===== config.mk =====
export PLATFORM = sky130hd
export DESIGN_NAME = bod_decoder
export DESIGN_NICKNAME = d
export VERILOG_FILES = /design/src/logic/bod_pkg.sv /design/src/logic/bod_decoder.sv
export SDC_FILE = /design/constraint.sdc
export NUM_CORES = 1
export LEC_CHECK = 0
export ABC_CLOCK_PERIOD_IN_PS = 4600
export BUFFER_PORTS_ARGS = -buffer_cell sky130_fd_sc_hd__buf_2
export CAP_MARGIN = 10
export CORE_MARGIN = 5
export CORE_UTILIZATION = 30
export CTS_CLUSTER_DIAMETER = 100
export DETAILED_ROUTE_END_ITERATION = 16
export PLACE_DENSITY = 0.56
export SLEW_MARGIN = 20
export SYNTH_ARGS = -nofsm -noshare
export SYNTH_HDL_FRONTEND = slang
export SYNTH_SLANG_ARGS = --single-unit

===== constraint.sdc =====
create_clock -name clk_sys -period 4.6 [get_ports clk_sys]
set_input_delay 0.23 -clock clk_sys [delete_from_list [all_inputs] [get_ports clk_sys]]
set_output_delay 0.23 -clock clk_sys [all_outputs]
set_load 0.02 [all_outputs]

===== src/logic/bod_pkg.sv =====
`default_nettype none

package bod_pkg;

	// ==========================================================
	// Opcodes handled by the decoder.
	localparam logic [7:0] OP_JUMP_NO_OVERFLOW = 8'h71;
	localparam logic [7:0] OP_JUMP_EQUAL = 8'h74;
	localparam logic [7:0] OP_JUMP_NOT_EQUAL = 8'h75;
	localparam logic [7:0] OP_LOOP_COUNT = 8'he2;
	localparam logic [7:0] OP_LOOP_WHILE_EQUAL = 8'he1;
	localparam logic [7:0] OP_LEAVE_PROC = 8'hc9;
	localparam logic [7:0] OP_INT_ON_OVERFLOW = 8'hce;
	localparam logic [7:0] OP_INTERRUPT_RETURN = 8'hcf;
	localparam logic [7:0] OP_BUS_LOCK = 8'hf0;
	localparam logic [4:0] OP_EXT_ESCAPE_TOP = 5'h1b;
	localparam logic [2:0] OP_SEG_PREFIX_TOP = 3'h1;
	localparam logic [2:0] OP_SEG_PREFIX_LOW = 3'h6;

	// ==========================================================
	// Clock costs, reported as cycle counts.
	localparam logic [5:0] CLK_JCC_FALL = 6'h04;
	localparam logic [5:0] CLK_JCC_TAKEN = 6'h0d;
	localparam logic [5:0] CLK_LOOP_FALL = 6'h05;
	localparam logic [5:0] CLK_LOOP_TAKEN = 6'h0f;
	localparam logic [5:0] CLK_LOOP_WHILE_EQUAL_FALL = 6'h06;
	localparam logic [5:0] CLK_LOOP_WHILE_EQUAL_TAKEN = 6'h10;
	localparam logic [5:0] CLK_LEAVE = 6'h08;
	localparam logic [5:0] CLK_INTO_TAKEN = 6'h30;
	localparam logic [5:0] CLK_INTO_FALL = 6'h04;
	localparam logic [5:0] CLK_INTERRUPT_RETURN_OP = 6'h1c;
	localparam logic [5:0] CLK_LOCK = 6'h02;
	localparam logic [5:0] CLK_ESCAPE = 6'h06;

	// ==========================================================
	// Addressing byte fields, segment codes and stack pop counts.
	localparam logic [1:0] MOD_NO_DISP = 2'h0;
	localparam logic [1:0] MOD_DISP8 = 2'h1;
	localparam logic [1:0] MOD_DISP16 = 2'h2;
	localparam logic [1:0] MOD_REGISTER = 2'h3;
	localparam logic [2:0] RM_DIRECT = 3'h6;
	localparam int MODRM_MOD_POS = 6;
	localparam int MODRM_REG_POS = 3;
	localparam logic [1:0] SEG_EXTRA = 2'h0;
	localparam logic [1:0] SEG_CODE = 2'h1;
	localparam logic [1:0] SEG_STACK = 2'h2;
	localparam logic [1:0] SEG_DATA = 2'h3;
	localparam logic [1:0] POP_LEAVE = 2'h1;
	localparam logic [1:0] POP_INTERRUPT_RETURN_OP = 2'h3;

	typedef enum logic [3:0] {
		CLS_NONE = 4'h0, CLS_JCC = 4'h1, CLS_LOOP = 4'h2, CLS_LEAVE = 4'h3,
		CLS_INTO = 4'h4, CLS_INTERRUPT_RETURN_OP = 4'h5, CLS_LOCK = 4'h6, CLS_ESCAPE = 4'h7,
		CLS_OTHER = 4'h8
	} bod_class_t;

	typedef enum logic [2:0] {
		ST_OPCODE = 3'h0, ST_MODRM = 3'h1, ST_DISP_LO = 3'h3, ST_DISP_HI = 3'h2,
		ST_FINISH = 3'h6
	} bod_state_t;

endpackage

`default_nettype wire


===== src/logic/bod_decoder.sv =====
`default_nettype none

// Behaviour
// RULE_01 - no-overflow jump costs 4 or 13
// RULE_02 - not-equal jump branches on zero clear
// RULE_03 - equal jump branches on zero set
// RULE_04 - count loop decrements, branches while nonzero
// RULE_05 - loop-while-equal needs nonzero count and zero
// RULE_06 - leave reloads stack pointer, pops frame
// RULE_07 - overflow interrupt only when overflow set
// RULE_08 - interrupt return pops three words, 28
// RULE_09 - lock prefix holds lock over next instruction
// RULE_10 - escape hands opcode fields and operand out
// RULE_11 - mod 11 makes r/m a register
// RULE_12 - mod 00 means zero displacement
// RULE_13 - mod 01 fetches one sign-extended byte
// RULE_14 - mod 10 fetches two bytes, low first
// RULE_15 - r/m picks base and index sum
// RULE_16 - mod 00 r/m 110 is direct address
// RULE_17 - displacement follows addressing byte, before immediates
// RULE_18 - segment field codes extra, code, stack, data
// RULE_19 - register field decoding by width bit
// RULE_20 - frame pointer operands use stack segment
// RULE_21 - string destinations always use extra segment
// RULE_22 - short branch adds signed byte to next address
module bod_decoder (
	input wire logic clk_sys, // 20 MHz core clock
	input wire logic reset_n, // asynchronous reset, active low
	input wire logic byte_valid, // instruction byte offered
	input wire logic [7:0] byte_data, // instruction byte
	input wire logic [15:0] byte_ip, // address of the offered byte
	input wire logic flag_zero, // zero flag
	input wire logic flag_overflow, // overflow flag
	input wire logic [15:0] base_word_reg, // base register value
	input wire logic [15:0] frame_pointer_reg, // frame pointer value
	input wire logic [15:0] source_index_reg, // source index value
	input wire logic [15:0] destination_index_reg, // destination index value
	input wire logic [15:0] count_reg, // count register value
	input wire logic string_dest_access, // operand is a string destination
	output logic byte_ready, // decoder takes a byte this cycle
	output logic done, // one-cycle pulse, results valid
	output logic [3:0] op_class, // class of decoded instruction
	output logic [7:0] op_code, // decoded opcode
	output logic [5:0] op_clocks, // clock cost of the instruction
	output logic branch_taken, // control transfer taken
	output logic [15:0] branch_target, // short branch target
	output logic [15:0] count_next, // decremented count register
	output logic count_write, // count register takes count_next
	output logic sp_load_frame, // stack pointer reloads from frame pointer
	output logic [1:0] stack_pops, // words popped from the stack
	output logic int_request, // software interrupt raised
	output logic lock_active, // bus lock held
	output logic ext_valid, // escape word for the extension
	output logic [5:0] ext_opcode, // escape opcode fields
	output logic operand_is_reg, // r/m names a register
	output logic ea_valid, // effective address is valid
	output logic [15:0] effective_address, // operand offset
	output logic [1:0] ea_segment, // segment used for the operand
	output logic [2:0] reg_index, // reg field register number
	output logic reg_high_byte, // reg field names a high byte
	output logic [2:0] rm_index, // r/m field register number
	output logic rm_high_byte // r/m field names a high byte
);

	// ==========================================================
	// Register field decoding.
	// Byte registers 100..111 are the high halves of the first four words.
	function automatic logic [3:0] reg_decode(input logic [2:0] field, input logic wide);
		reg_decode = wide ? {1'b0, field} : {field[2], 1'b0, field[1:0]}; // RULE_19
	endfunction

	// ==========================================================
	// State and captured bytes.
	bod_pkg::bod_state_t state_r, state_nxt;
	logic [7:0] op_r, modrm_r;
	logic [15:0] disp_r, next_ip_r;
	logic lock_pend_r, ovr_valid_r, ready_r;
	logic [1:0] ovr_seg_r;

	wire take = byte_valid && ready_r;
	wire is_seg_prefix = byte_data[7:5] == bod_pkg::OP_SEG_PREFIX_TOP
		&& byte_data[2:0] == bod_pkg::OP_SEG_PREFIX_LOW;
	wire is_escape = byte_data[7:3] == bod_pkg::OP_EXT_ESCAPE_TOP;
	wire is_short = byte_data == bod_pkg::OP_JUMP_NO_OVERFLOW
		|| byte_data == bod_pkg::OP_JUMP_EQUAL || byte_data == bod_pkg::OP_JUMP_NOT_EQUAL
		|| byte_data == bod_pkg::OP_LOOP_COUNT || byte_data == bod_pkg::OP_LOOP_WHILE_EQUAL;
	wire [1:0] in_mod = byte_data[7:6];
	wire [2:0] in_rm = byte_data[2:0];
	wire [1:0] mod_f = modrm_r[bod_pkg::MODRM_MOD_POS +: 2];
	wire [2:0] reg_f = modrm_r[bod_pkg::MODRM_REG_POS +: 3];
	wire [2:0] rm_f = modrm_r[2:0];
	wire op_short = op_r == bod_pkg::OP_JUMP_NO_OVERFLOW || op_r == bod_pkg::OP_JUMP_EQUAL
		|| op_r == bod_pkg::OP_JUMP_NOT_EQUAL || op_r == bod_pkg::OP_LOOP_COUNT
		|| op_r == bod_pkg::OP_LOOP_WHILE_EQUAL;
	wire op_escape = op_r[7:3] == bod_pkg::OP_EXT_ESCAPE_TOP;
	wire modrm_only = in_mod == bod_pkg::MOD_REGISTER
		|| (in_mod == bod_pkg::MOD_NO_DISP && in_rm != bod_pkg::RM_DIRECT);
	wire disp_last = op_short || mod_f == bod_pkg::MOD_DISP8;

	// ==========================================================
	// Sequencer. The addressing byte comes right after the opcode and the
	// displacement right after it, so immediates never split a displacement.
	always_comb begin
		state_nxt = state_r;
		case (state_r)
			bod_pkg::ST_OPCODE: begin
				if (take && !is_seg_prefix)
					state_nxt = is_short ? bod_pkg::ST_DISP_LO
						: is_escape ? bod_pkg::ST_MODRM : bod_pkg::ST_FINISH;
			end
			bod_pkg::ST_MODRM: begin
				if (take) // RULE_11 RULE_12 RULE_16 RULE_17
					state_nxt = modrm_only ? bod_pkg::ST_FINISH : bod_pkg::ST_DISP_LO;
			end
			bod_pkg::ST_DISP_LO: begin
				if (take) // RULE_13 RULE_14
					state_nxt = disp_last ? bod_pkg::ST_FINISH : bod_pkg::ST_DISP_HI;
			end
			bod_pkg::ST_DISP_HI: state_nxt = take ? bod_pkg::ST_FINISH : state_r;
			default: state_nxt = bod_pkg::ST_OPCODE;
		endcase
	end

	always_ff @(posedge clk_sys or negedge reset_n) begin
		if (!reset_n) begin
			state_r <= bod_pkg::ST_OPCODE;
			ready_r <= 1'b0;
		end else begin
			state_r <= state_nxt;
			ready_r <= state_nxt != bod_pkg::ST_FINISH;
		end
	end

	always_ff @(posedge clk_sys or negedge reset_n) begin
		if (!reset_n) begin
			op_r <= 8'h00;
			modrm_r <= 8'h00;
			disp_r <= 16'h0000;
			next_ip_r <= 16'h0000;
		end else begin
			if (take)
				next_ip_r <= 16'(byte_ip + 16'h0001);
			if (take && state_r == bod_pkg::ST_OPCODE && !is_seg_prefix) begin
				op_r <= byte_data;
				modrm_r <= 8'h00;
				disp_r <= 16'h0000;
			end
			if (take && state_r == bod_pkg::ST_MODRM)
				modrm_r <= byte_data;
			if (take && state_r == bod_pkg::ST_DISP_LO)
				disp_r <= {{8{byte_data[7]}}, byte_data}; // RULE_13
			if (take && state_r == bod_pkg::ST_DISP_HI)
				disp_r[15:8] <= byte_data; // RULE_14
		end
	end

	// ==========================================================
	// Prefixes. A lock or override survives until the next real
	// instruction finishes.
	wire fin = state_r == bod_pkg::ST_FINISH;
	wire fin_lock = fin && op_r == bod_pkg::OP_BUS_LOCK;

	always_ff @(posedge clk_sys or negedge reset_n) begin
		if (!reset_n) begin
			lock_pend_r <= 1'b0;
			ovr_valid_r <= 1'b0;
			ovr_seg_r <= bod_pkg::SEG_DATA;
		end else begin
			if (fin)
				lock_pend_r <= fin_lock; // RULE_09
			if (take && state_r == bod_pkg::ST_OPCODE && is_seg_prefix) begin
				ovr_valid_r <= 1'b1;
				ovr_seg_r <= byte_data[4:3]; // RULE_18
			end else if (fin && !fin_lock)
				ovr_valid_r <= 1'b0;
		end
	end

	// ==========================================================
	// Branch conditions and costs.
	wire [15:0] cnt_dec = 16'(count_reg - 16'h0001);
	wire cnt_nz = cnt_dec != 16'h0000;
	wire jcc_taken = op_r == bod_pkg::OP_JUMP_NO_OVERFLOW ? !flag_overflow // RULE_01
		: op_r == bod_pkg::OP_JUMP_EQUAL ? flag_zero : !flag_zero; // RULE_02 RULE_03
	wire loop_taken = cnt_nz && (op_r == bod_pkg::OP_LOOP_COUNT || flag_zero); // RULE_04 RULE_05
	wire [15:0] short_target = 16'(next_ip_r + disp_r); // RULE_22
	logic taken_c;
	logic [5:0] clocks_c;
	bod_pkg::bod_class_t class_c;

	always_comb begin
		taken_c = 1'b0;
		clocks_c = 6'h00;
		class_c = bod_pkg::CLS_OTHER;
		case (op_r)
			bod_pkg::OP_JUMP_NO_OVERFLOW, bod_pkg::OP_JUMP_NOT_EQUAL,
			bod_pkg::OP_JUMP_EQUAL: begin
				class_c = bod_pkg::CLS_JCC;
				taken_c = jcc_taken; // RULE_01 RULE_02 RULE_03
				clocks_c = taken_c ? bod_pkg::CLK_JCC_TAKEN : bod_pkg::CLK_JCC_FALL;
			end
			bod_pkg::OP_LOOP_COUNT, bod_pkg::OP_LOOP_WHILE_EQUAL: begin
				class_c = bod_pkg::CLS_LOOP;
				taken_c = loop_taken; // RULE_04 RULE_05
				clocks_c = op_r == bod_pkg::OP_LOOP_COUNT
					? (taken_c ? bod_pkg::CLK_LOOP_TAKEN : bod_pkg::CLK_LOOP_FALL)
					: (taken_c ? bod_pkg::CLK_LOOP_WHILE_EQUAL_TAKEN : bod_pkg::CLK_LOOP_WHILE_EQUAL_FALL);
			end
			bod_pkg::OP_LEAVE_PROC: begin
				class_c = bod_pkg::CLS_LEAVE;
				clocks_c = bod_pkg::CLK_LEAVE; // RULE_06
			end
			bod_pkg::OP_INT_ON_OVERFLOW: begin
				class_c = bod_pkg::CLS_INTO;
				taken_c = flag_overflow; // RULE_07
				clocks_c = taken_c ? bod_pkg::CLK_INTO_TAKEN : bod_pkg::CLK_INTO_FALL;
			end
			bod_pkg::OP_INTERRUPT_RETURN: begin
				class_c = bod_pkg::CLS_INTERRUPT_RETURN_OP;
				taken_c = 1'b1;
				clocks_c = bod_pkg::CLK_INTERRUPT_RETURN_OP; // RULE_08
			end
			bod_pkg::OP_BUS_LOCK: begin
				class_c = bod_pkg::CLS_LOCK;
				clocks_c = bod_pkg::CLK_LOCK; // RULE_09
			end
			default: begin
				if (op_escape) begin
					class_c = bod_pkg::CLS_ESCAPE;
					clocks_c = bod_pkg::CLK_ESCAPE; // RULE_10
				end
			end
		endcase
	end

	// ==========================================================
	// Effective address and segment.
	wire direct = mod_f == bod_pkg::MOD_NO_DISP && rm_f == bod_pkg::RM_DIRECT;
	wire uses_frame = !direct && (rm_f == 3'h2 || rm_f == 3'h3 || rm_f == 3'h6);
	wire mem_operand = op_escape && mod_f != bod_pkg::MOD_REGISTER;
	logic [15:0] base_c;

	always_comb begin
		case (rm_f) // RULE_15
			3'h0: base_c = 16'(base_word_reg + source_index_reg);
			3'h1: base_c = 16'(base_word_reg + destination_index_reg);
			3'h2: base_c = 16'(frame_pointer_reg + source_index_reg);
			3'h3: base_c = 16'(frame_pointer_reg + destination_index_reg);
			3'h4: base_c = source_index_reg;
			3'h5: base_c = destination_index_reg;
			3'h6: base_c = frame_pointer_reg;
			default: base_c = base_word_reg;
		endcase
	end

	wire [15:0] ea_c = direct ? disp_r : 16'(base_c + disp_r); // RULE_16
	// The override is ignored for string destinations on purpose.
	wire [1:0] seg_c = string_dest_access ? bod_pkg::SEG_EXTRA // RULE_21
		: ovr_valid_r ? ovr_seg_r
		: uses_frame ? bod_pkg::SEG_STACK : bod_pkg::SEG_DATA; // RULE_20
	wire [3:0] reg_dec = reg_decode(reg_f, op_r[0]);
	wire [3:0] rm_dec = reg_decode(rm_f, op_r[0]);

	// ==========================================================
	// Result registers, loaded on the finishing cycle.
	always_ff @(posedge clk_sys or negedge reset_n) begin
		if (!reset_n) begin
			{done, count_write, sp_load_frame, int_request, ext_valid} <= 5'h0;
			{branch_taken, operand_is_reg, ea_valid, reg_high_byte, rm_high_byte} <= 5'h0;
			op_class <= bod_pkg::CLS_NONE;
			{op_code, op_clocks, ext_opcode, stack_pops} <= 22'h0;
			{branch_target, count_next, effective_address} <= 48'h0;
			ea_segment <= bod_pkg::SEG_DATA;
			{reg_index, rm_index} <= 6'h0;
		end else begin
			done <= fin;
			count_write <= fin && class_c == bod_pkg::CLS_LOOP; // RULE_04
			sp_load_frame <= fin && op_r == bod_pkg::OP_LEAVE_PROC; // RULE_06
			int_request <= fin && op_r == bod_pkg::OP_INT_ON_OVERFLOW && flag_overflow;
			ext_valid <= fin && op_escape; // RULE_10
			if (fin) begin
				op_class <= class_c;
				op_code <= op_r;
				op_clocks <= clocks_c;
				branch_taken <= taken_c;
				branch_target <= short_target;
				count_next <= cnt_dec;
				stack_pops <= op_r == bod_pkg::OP_LEAVE_PROC ? bod_pkg::POP_LEAVE
					: op_r == bod_pkg::OP_INTERRUPT_RETURN ? bod_pkg::POP_INTERRUPT_RETURN_OP : 2'h0;
				ext_opcode <= {op_r[2:0], reg_f};
				operand_is_reg <= op_escape && mod_f == bod_pkg::MOD_REGISTER; // RULE_11
				ea_valid <= mem_operand;
				effective_address <= ea_c;
				ea_segment <= seg_c;
				{reg_high_byte, reg_index} <= reg_dec;
				{rm_high_byte, rm_index} <= rm_dec;
			end
		end
	end

	assign byte_ready = ready_r;
	assign lock_active = lock_pend_r;
endmodule

`default_nettype wire


======== After elaboration in Yosys (flattened, before gate mapping) ========
Index checks and enable logic that the tools add are counted.
storage, ports and cells
  register bits after elaboration ......... 148
  bits in latches ......................... 0
  memory bits (writable) .................. 0
  bits in read-only memories .............. 0
  input port bits ......................... 110
  memories ................................ 0
operators by class
  $add $sub $neg .......................... 8
  multiply operators ...................... 0
  div/mod/pow operators ................... 0
  $lt $le $gt $ge ......................... 0
  equality and inequality tests ........... 35
  shift operators ......................... 0
  multiplexer cells ....................... 37
  bitwise logic cells ..................... 0
  reduce and logical (&&, ||, !) cells .... 51
operators with widths
  operator                                                               number
  16-bit case mux with 7 select lines                                    1
  16-bit adder                                                           6
  8-bit == test (second input constant)                                  8
  8-bit by 7-bit == test with 1-bit output (second input constant)       6
  16-bit two-way mux                                                     3
  6-bit case mux with 6 select lines                                     1
  3-bit two-way mux                                                      9
  8-bit two-way mux                                                      3
  4-bit case mux with 6 select lines                                     1
  1-bit logical AND                                                      22
  4-bit two-way mux                                                      5
  16-bit by 1-bit adder with 16-bit output (second input constant)       1
  16-bit nonzero test                                                    1
  16-bit by 1-bit subtractor with 16-bit output (second input constant)  1
  3-bit == test (second input constant)                                  5
  1-bit logical OR                                                       13
  3-bit by 2-bit == test with 1-bit output (second input constant)       4
  3-bit case mux with 4 select lines                                     1
  5-bit == test (second input constant)                                  2
  5-bit two-way mux                                                      2
  3-bit by 1-bit == test with 1-bit output (second input constant)       3
  2-bit two-way mux                                                      4
  3-bit zero test                                                        2
  6-bit two-way mux                                                      1
  other kinds (13)                                                       26

======== Logic depth before layout (Yosys ltp) ========
  word-level depth ........................ 10
  gate-level depth with buffers ........... 27
  mapped depth without buffers ............ 26

======== Worst setup path before layout ========
OpenSTA, ideal clock, no wires.
  path kind ............................... register -> register
  start point ............................. reg modrm_r[2]
  end point ............................... reg effective_address[15]
  arrival ................................. 4,869 ps
  path slack .............................. -351 ps
  stages on the path, launching flop included .. 26
  period minus slack after synthesis ...... 4,951 ps
  cells stage by stage .................... dfrtp_1 > and2b_1 > nand2_2 > buf_1 > mux2_2 > ha_1 > inv_1 > fa_1 > nand3b_1 > a21boi_0 > o21ai_0 > a21boi_0 > o211ai_1 > nand2_1 > a21oi_1 > xor2_1 > a21oi_1 > mux2_2 > ha_1 > a21oi_1 > o21ai_0 > a41o_1 > a211oi_2 > xnor2_1 > or3_1 > a31oi_1
between the ends
  longest elaborated chain between the ends .. 4
  elaborated cells between the ends (all ways) .. 11
RTL lines
  what                                   line                                    RTL
  from (decl)                            bod_decoder.sv:75                       logic [7:0] op_r, modrm_r;
  from (signal assigned)                 bod_decoder.sv:149                      modrm_r <= byte_data;
  3-bit == test (tied with other cells)  bod_decoder.sv:238, bod_decoder.sv:244
  16-bit case mux with 7 select lines    bod_decoder.sv:244                      case (rm_f)
  16-bit adder                           bod_decoder.sv:256                      wire [15:0] ea_c = direct ? disp_r : 16'(base_c + disp_r);
  16-bit two-way mux (*)                 bod_decoder.sv:256
  to (signal assigned)                   bod_decoder.sv:272                      {branch_target, count_next, effective_address} <= 48'h0;
  to (signal assigned)                   bod_decoder.sv:293                      effective_address <= ea_c;
  to (decl)                              bod_decoder.sv:57                       output logic [15:0] effective_address,
Every way passes the cells marked *; elsewhere a longest branch is shown, timed or not.
A chain may end at the register's enable or synchronous reset.

======== Worst setup path in the final report ========
Ends and elaborated chain as after synthesis.

==> results by group <==
Yosys
  – Most repeated cell in the gate-level netlist after synthesis: sky130_fd_sc_hd__nand2_1
  – Cell count after synthesis: 1187
  – Sequential cell area fraction in the yosys report: 0.353
  – Yosys top cell area share: 0.342
  – Area contributors post-synth: sky130_fd_sc_hd__dfrtp_1 (34%), sky130_fd_sc_hd__ha_1 (8.7%), sky130_fd_sc_hd__nand2_1 (7.9%)
  – Most used flip-flop cell after synthesis: sky130_fd_sc_hd__dfrtp_1
  – Distinct cells, synth: 70
  – Yosys top cell by area: sky130_fd_sc_hd__dfrtp_1
  – Number of enable-type register cells in the synthesized netlist: 0
  – Asr flop ratio synth: 1.00
  – Synthesis warning total: 0
  – Syn Nets: 1372
  – Post-synth design cell area: 10200 um^2
  – Syn avg cell area: 8.56 um^2
  – Count of state elements after synthesis: 143
  – Commonest cells in the synthesized netlist: sky130_fd_sc_hd__nand2_1 (213), sky130_fd_sc_hd__dfrtp_1 (139), sky130_fd_sc_hd__o21ai_0 (109), sky130_fd_sc_hd__nor2_1 (74), sky130_fd_sc_hd__ha_1 (71)

GRT
  – Number of global-route vias before repair: 9346
  – Global routing usage summed across all routing layers: 0.168
  – GRT Residual Overflow: 0
  – Number of antenna violations at the first check in global routing: 2
  – First-pass GRT wire length: 51800 um
  – Largest net degree at the start of global routing: 80

Floorplan
  – Overall die height: 194 um
  – Placeable core region: 33400 um^2
  – Top-Level Pins: 204
  – Die area: 37600 um^2
  – Die span in x: 194 um
  – Initial core utilization: 0.304
  – FP Rows: 67

Timing
  – Transition time of the tightest slew-check pin: 0.957 ns
  – Minimum period implied by the final worst setup slack: 4.59 ns
  – Number of hold-slack violations in the final timing report: 0
  – Final setup violating endpoints: 0
  – Fin Clk Skew: 0.00923 ns
  – Count of pins over their slew limit: 0
  – Fmax: 218 MHz
  – Setup repair after global routing missed its margin: yes
  – Worst slew slack as a fraction of its limit: 0.360
  – Fin crit share: 0.999

Worst setup path
  – Data required time at the worst endpoint: 4.95 ns
  – Element type at the critical path start: flip-flop
  – Cell-by-cell trace of the critical path: and2b_2 > nand2_4 > buf_12 > mux2_2 > ha_1 > nand3b_1 > a21boi_2 > o21ai_2 > a21boi_2 > o211ai_1 > nand2_1 > a21oi_2 > xor2_1 > a21oi_1 > mux2_4 > ha_4 > a21oi_4 > o21ai_1 > a41o_1 > a211oi_2 > xnor2_1 > or3_1 > a31oi_1
  – Largest delay contributor family on the critical path: compound AO/OA/AOI/OAI gates
  – Crit path largest cell delay: 0.38 ns
  – Most prevalent standard cell on the critical path: sky130_fd_sc_hd__a21boi_2
  – Critical path data arrival time: 4.94 ns
  – Critical Path End Type: flip-flop
  – Crit path max fanout: 4
  – Combined buffer and inverter count along the critical path: 1
  – Crit Path Class: flip-flop to flip-flop
  – Highest-delay cell along the critical path: sky130_fd_sc_hd__dfrtp_1

Cells and area
  – Area taken by flip-flops and latches: 3580 um^2
  – Layout cells sized above 1: 0.310
  – Layout overhead on the synthesized area: 28.8%
  – Post-layout net count: 1616
  – Filler cell count in the final layout: 3445
  – Post-route standard cell area excluding fillers: 13100 um^2
  – Combined area of the multi-input logic cells: 6540 um^2

Hold path
  – Worst hold path class: input pin to flip-flop

Job
  – Max_cap viols: 0

Clock tree
  – Root Buffer: sky130_fd_sc_hd__clkbuf_16
  – Clock buffer count from CTS: 17
  – Clock-pin slew of the registers on the worst-case setup and hold paths: 0.07 ns
  – Worst-skew pair later-pin latency: 0.42 ns
  – CTS tree: built
  – Longest Clk Path Bufs: 2
  – Clk sink count: 143
  – Maximum level of the CTS H-tree: 4

Power and ir drop
  – Pwr/cell area: 485 nW/um^2
  – Total power: 0.00635 W
  – Leak Pwr: 6.28 nW
  – Maximum vdd drop: 0.000213 V

Drt
  – Number of vias per cell after detailed routing: 5.00
  – Detail-routed net length per standard cell: 17.1 um
  – WL final: 32300 um
  – Final routed DRC violation total: 0
  – Via count: 9465
  – 1st-pass router iterations: 5
  – Post-route antenna net violation count: 0
  – DR iter-0 viols: 493

Place
  – Routability cong.: 0.867
  – Half-perimeter wire length after detailed placement: 25100 um
  – Number of port buffers: 203
  – Placed cell areas: 12000 um^2

Status
  – Run status: finished, final reports clean
final timing paths:
path / from / endpoint / slack [ns] / cells after the start
worst max-delay path: modrm_r[2] / effective_address[15] / 0.005 / 23
worst min-delay path: byte_ip[0] / next_ip_r[0] / 0.06 / 2
worst max register to register: modrm_r[2] / effective_address[15] / 0.005 / 23
worst min register to register: reg_index[2] / reg_index[2] / 0.46 / 2
max in group asynchronous: reset_n / ovr_seg_r[1] / 3.20 / 3
min in group asynchronous: reset_n / done / 0.40 / 2
report_power, final:
group | switching (W) | internal [W]
clock | 0.000644 | 0.000731
sequential | 0.000360 | 0.00169
combinational | 0.00173 | 0.00119
what timing repair did:
item | in CTS | in global routing
setup buffers | 8 | 7
pin swaps | 19 | 40
endpoints found under the hold margin | 77 | 0
gates resized for setup | 32 | 50
hold buffers | 2 | 0
setup endpoints to repair | 7 | 8
worst register-to-register path, cell delays in order (launching register included):
cell and delay (ns):
sky130_fd_sc_hd__dfrtp_1 0.38, sky130_fd_sc_hd__and2b_2 0.26, sky130_fd_sc_hd__nand2_4 0.10, sky130_fd_sc_hd__buf_12 0.12, sky130_fd_sc_hd__mux2_2 0.33, sky130_fd_sc_hd__ha_1 0.29, sky130_fd_sc_hd__nand3b_1 0.13, sky130_fd_sc_hd__a21boi_2 0.08
sky130_fd_sc_hd__o21ai_2 0.15, sky130_fd_sc_hd__a21boi_2 0.09, sky130_fd_sc_hd__o211ai_1 0.24, sky130_fd_sc_hd__nand2_1 0.10, sky130_fd_sc_hd__a21oi_2 0.16, sky130_fd_sc_hd__xor2_1 0.17, sky130_fd_sc_hd__a21oi_1 0.09, sky130_fd_sc_hd__mux2_4 0.32
sky130_fd_sc_hd__ha_4 0.23, sky130_fd_sc_hd__a21oi_4 0.15, sky130_fd_sc_hd__o21ai_1 0.08, sky130_fd_sc_hd__a41o_1 0.26, sky130_fd_sc_hd__a211oi_2 0.22, sky130_fd_sc_hd__xnor2_1 0.10, sky130_fd_sc_hd__or3_1 0.31, sky130_fd_sc_hd__a31oi_1 0.16
stage by stage:
step / utilization / TNS [ns] / instances / setup slack [ns] / hold slack (ns)
finish: 0.391 / 0 / 1893 / 0.00527 / 0.0554
global route: 0.391 / -0.817 / 1892 / -0.292 / 0.0771
CTS: 0.383 / -0.0886 / 1887 / -0.0617 / 0.0364
detailed placement: 0.360 / -1.10 / 1845 / -0.391 / 0.321
global placement: 0.360 / -0.425 / 1845 / -0.254 / 0.318
floorplan: - / 0 / 1187 / 0.0113 / -0.0656
logic make-up (layout without fill, tap and decap cells):
group | count (synthesis) | after routing | synth area share
flops | 143 | 143 | 0.353
simple gates | 428 | 428 | 0.190
buf+inv | 98 | 355 | 0.0388
mux | 62 | 62 | 0.0713
compound gates | 305 | 305 | 0.187
xor+xnor | 76 | 76 | 0.0655
other cells | 0 | 1 | 0
fa+ha+maj | 75 | 75 | 0.0953
area by class of cell:
type                    count  share of cell area
multi-input cells         946               0.500
flip-flops and latches    143               0.274
repair buffers            285               0.128
well taps                 448              0.0428
clock buffers              17              0.0325
clock inverters            15              0.0118
inverters                  38              0.0109
diodes                      1            0.000191
layout by cell type, fill, tap and decap left out, types with 13 or more instances in the layout:
cell,instances
sky130_fd_sc_hd__nand2_1,210
sky130_fd_sc_hd__buf_2,202
sky130_fd_sc_hd__dfrtp_1,139
sky130_fd_sc_hd__o21ai_0,97
sky130_fd_sc_hd__buf_4,77
sky130_fd_sc_hd__nor2_1,71
sky130_fd_sc_hd__ha_1,59
sky130_fd_sc_hd__a21oi_1,55
sky130_fd_sc_hd__mux2_2,44
sky130_fd_sc_hd__xnor2_1,38
sky130_fd_sc_hd__xor2_1,37
sky130_fd_sc_hd__nand3_1,36
sky130_fd_sc_hd__inv_1,35
sky130_fd_sc_hd__a21o_1,17
sky130_fd_sc_hd__clkbuf_16,17
sky130_fd_sc_hd__nor3_1,16
sky130_fd_sc_hd__a31oi_1,13
metal layers:
layer / up-vias / track usage / part of all wire
met4: 2 / 0.0375 / 0.014
met3: 34 / 0.0325 / 0.047
li1: 4713 / - / -
met5: - / 0 / 0.00040
met1: 4534 / 0.221 / 0.44
met2: 182 / 0.288 / 0.49
Note: power is estimated with default switching activity, not from simulation.
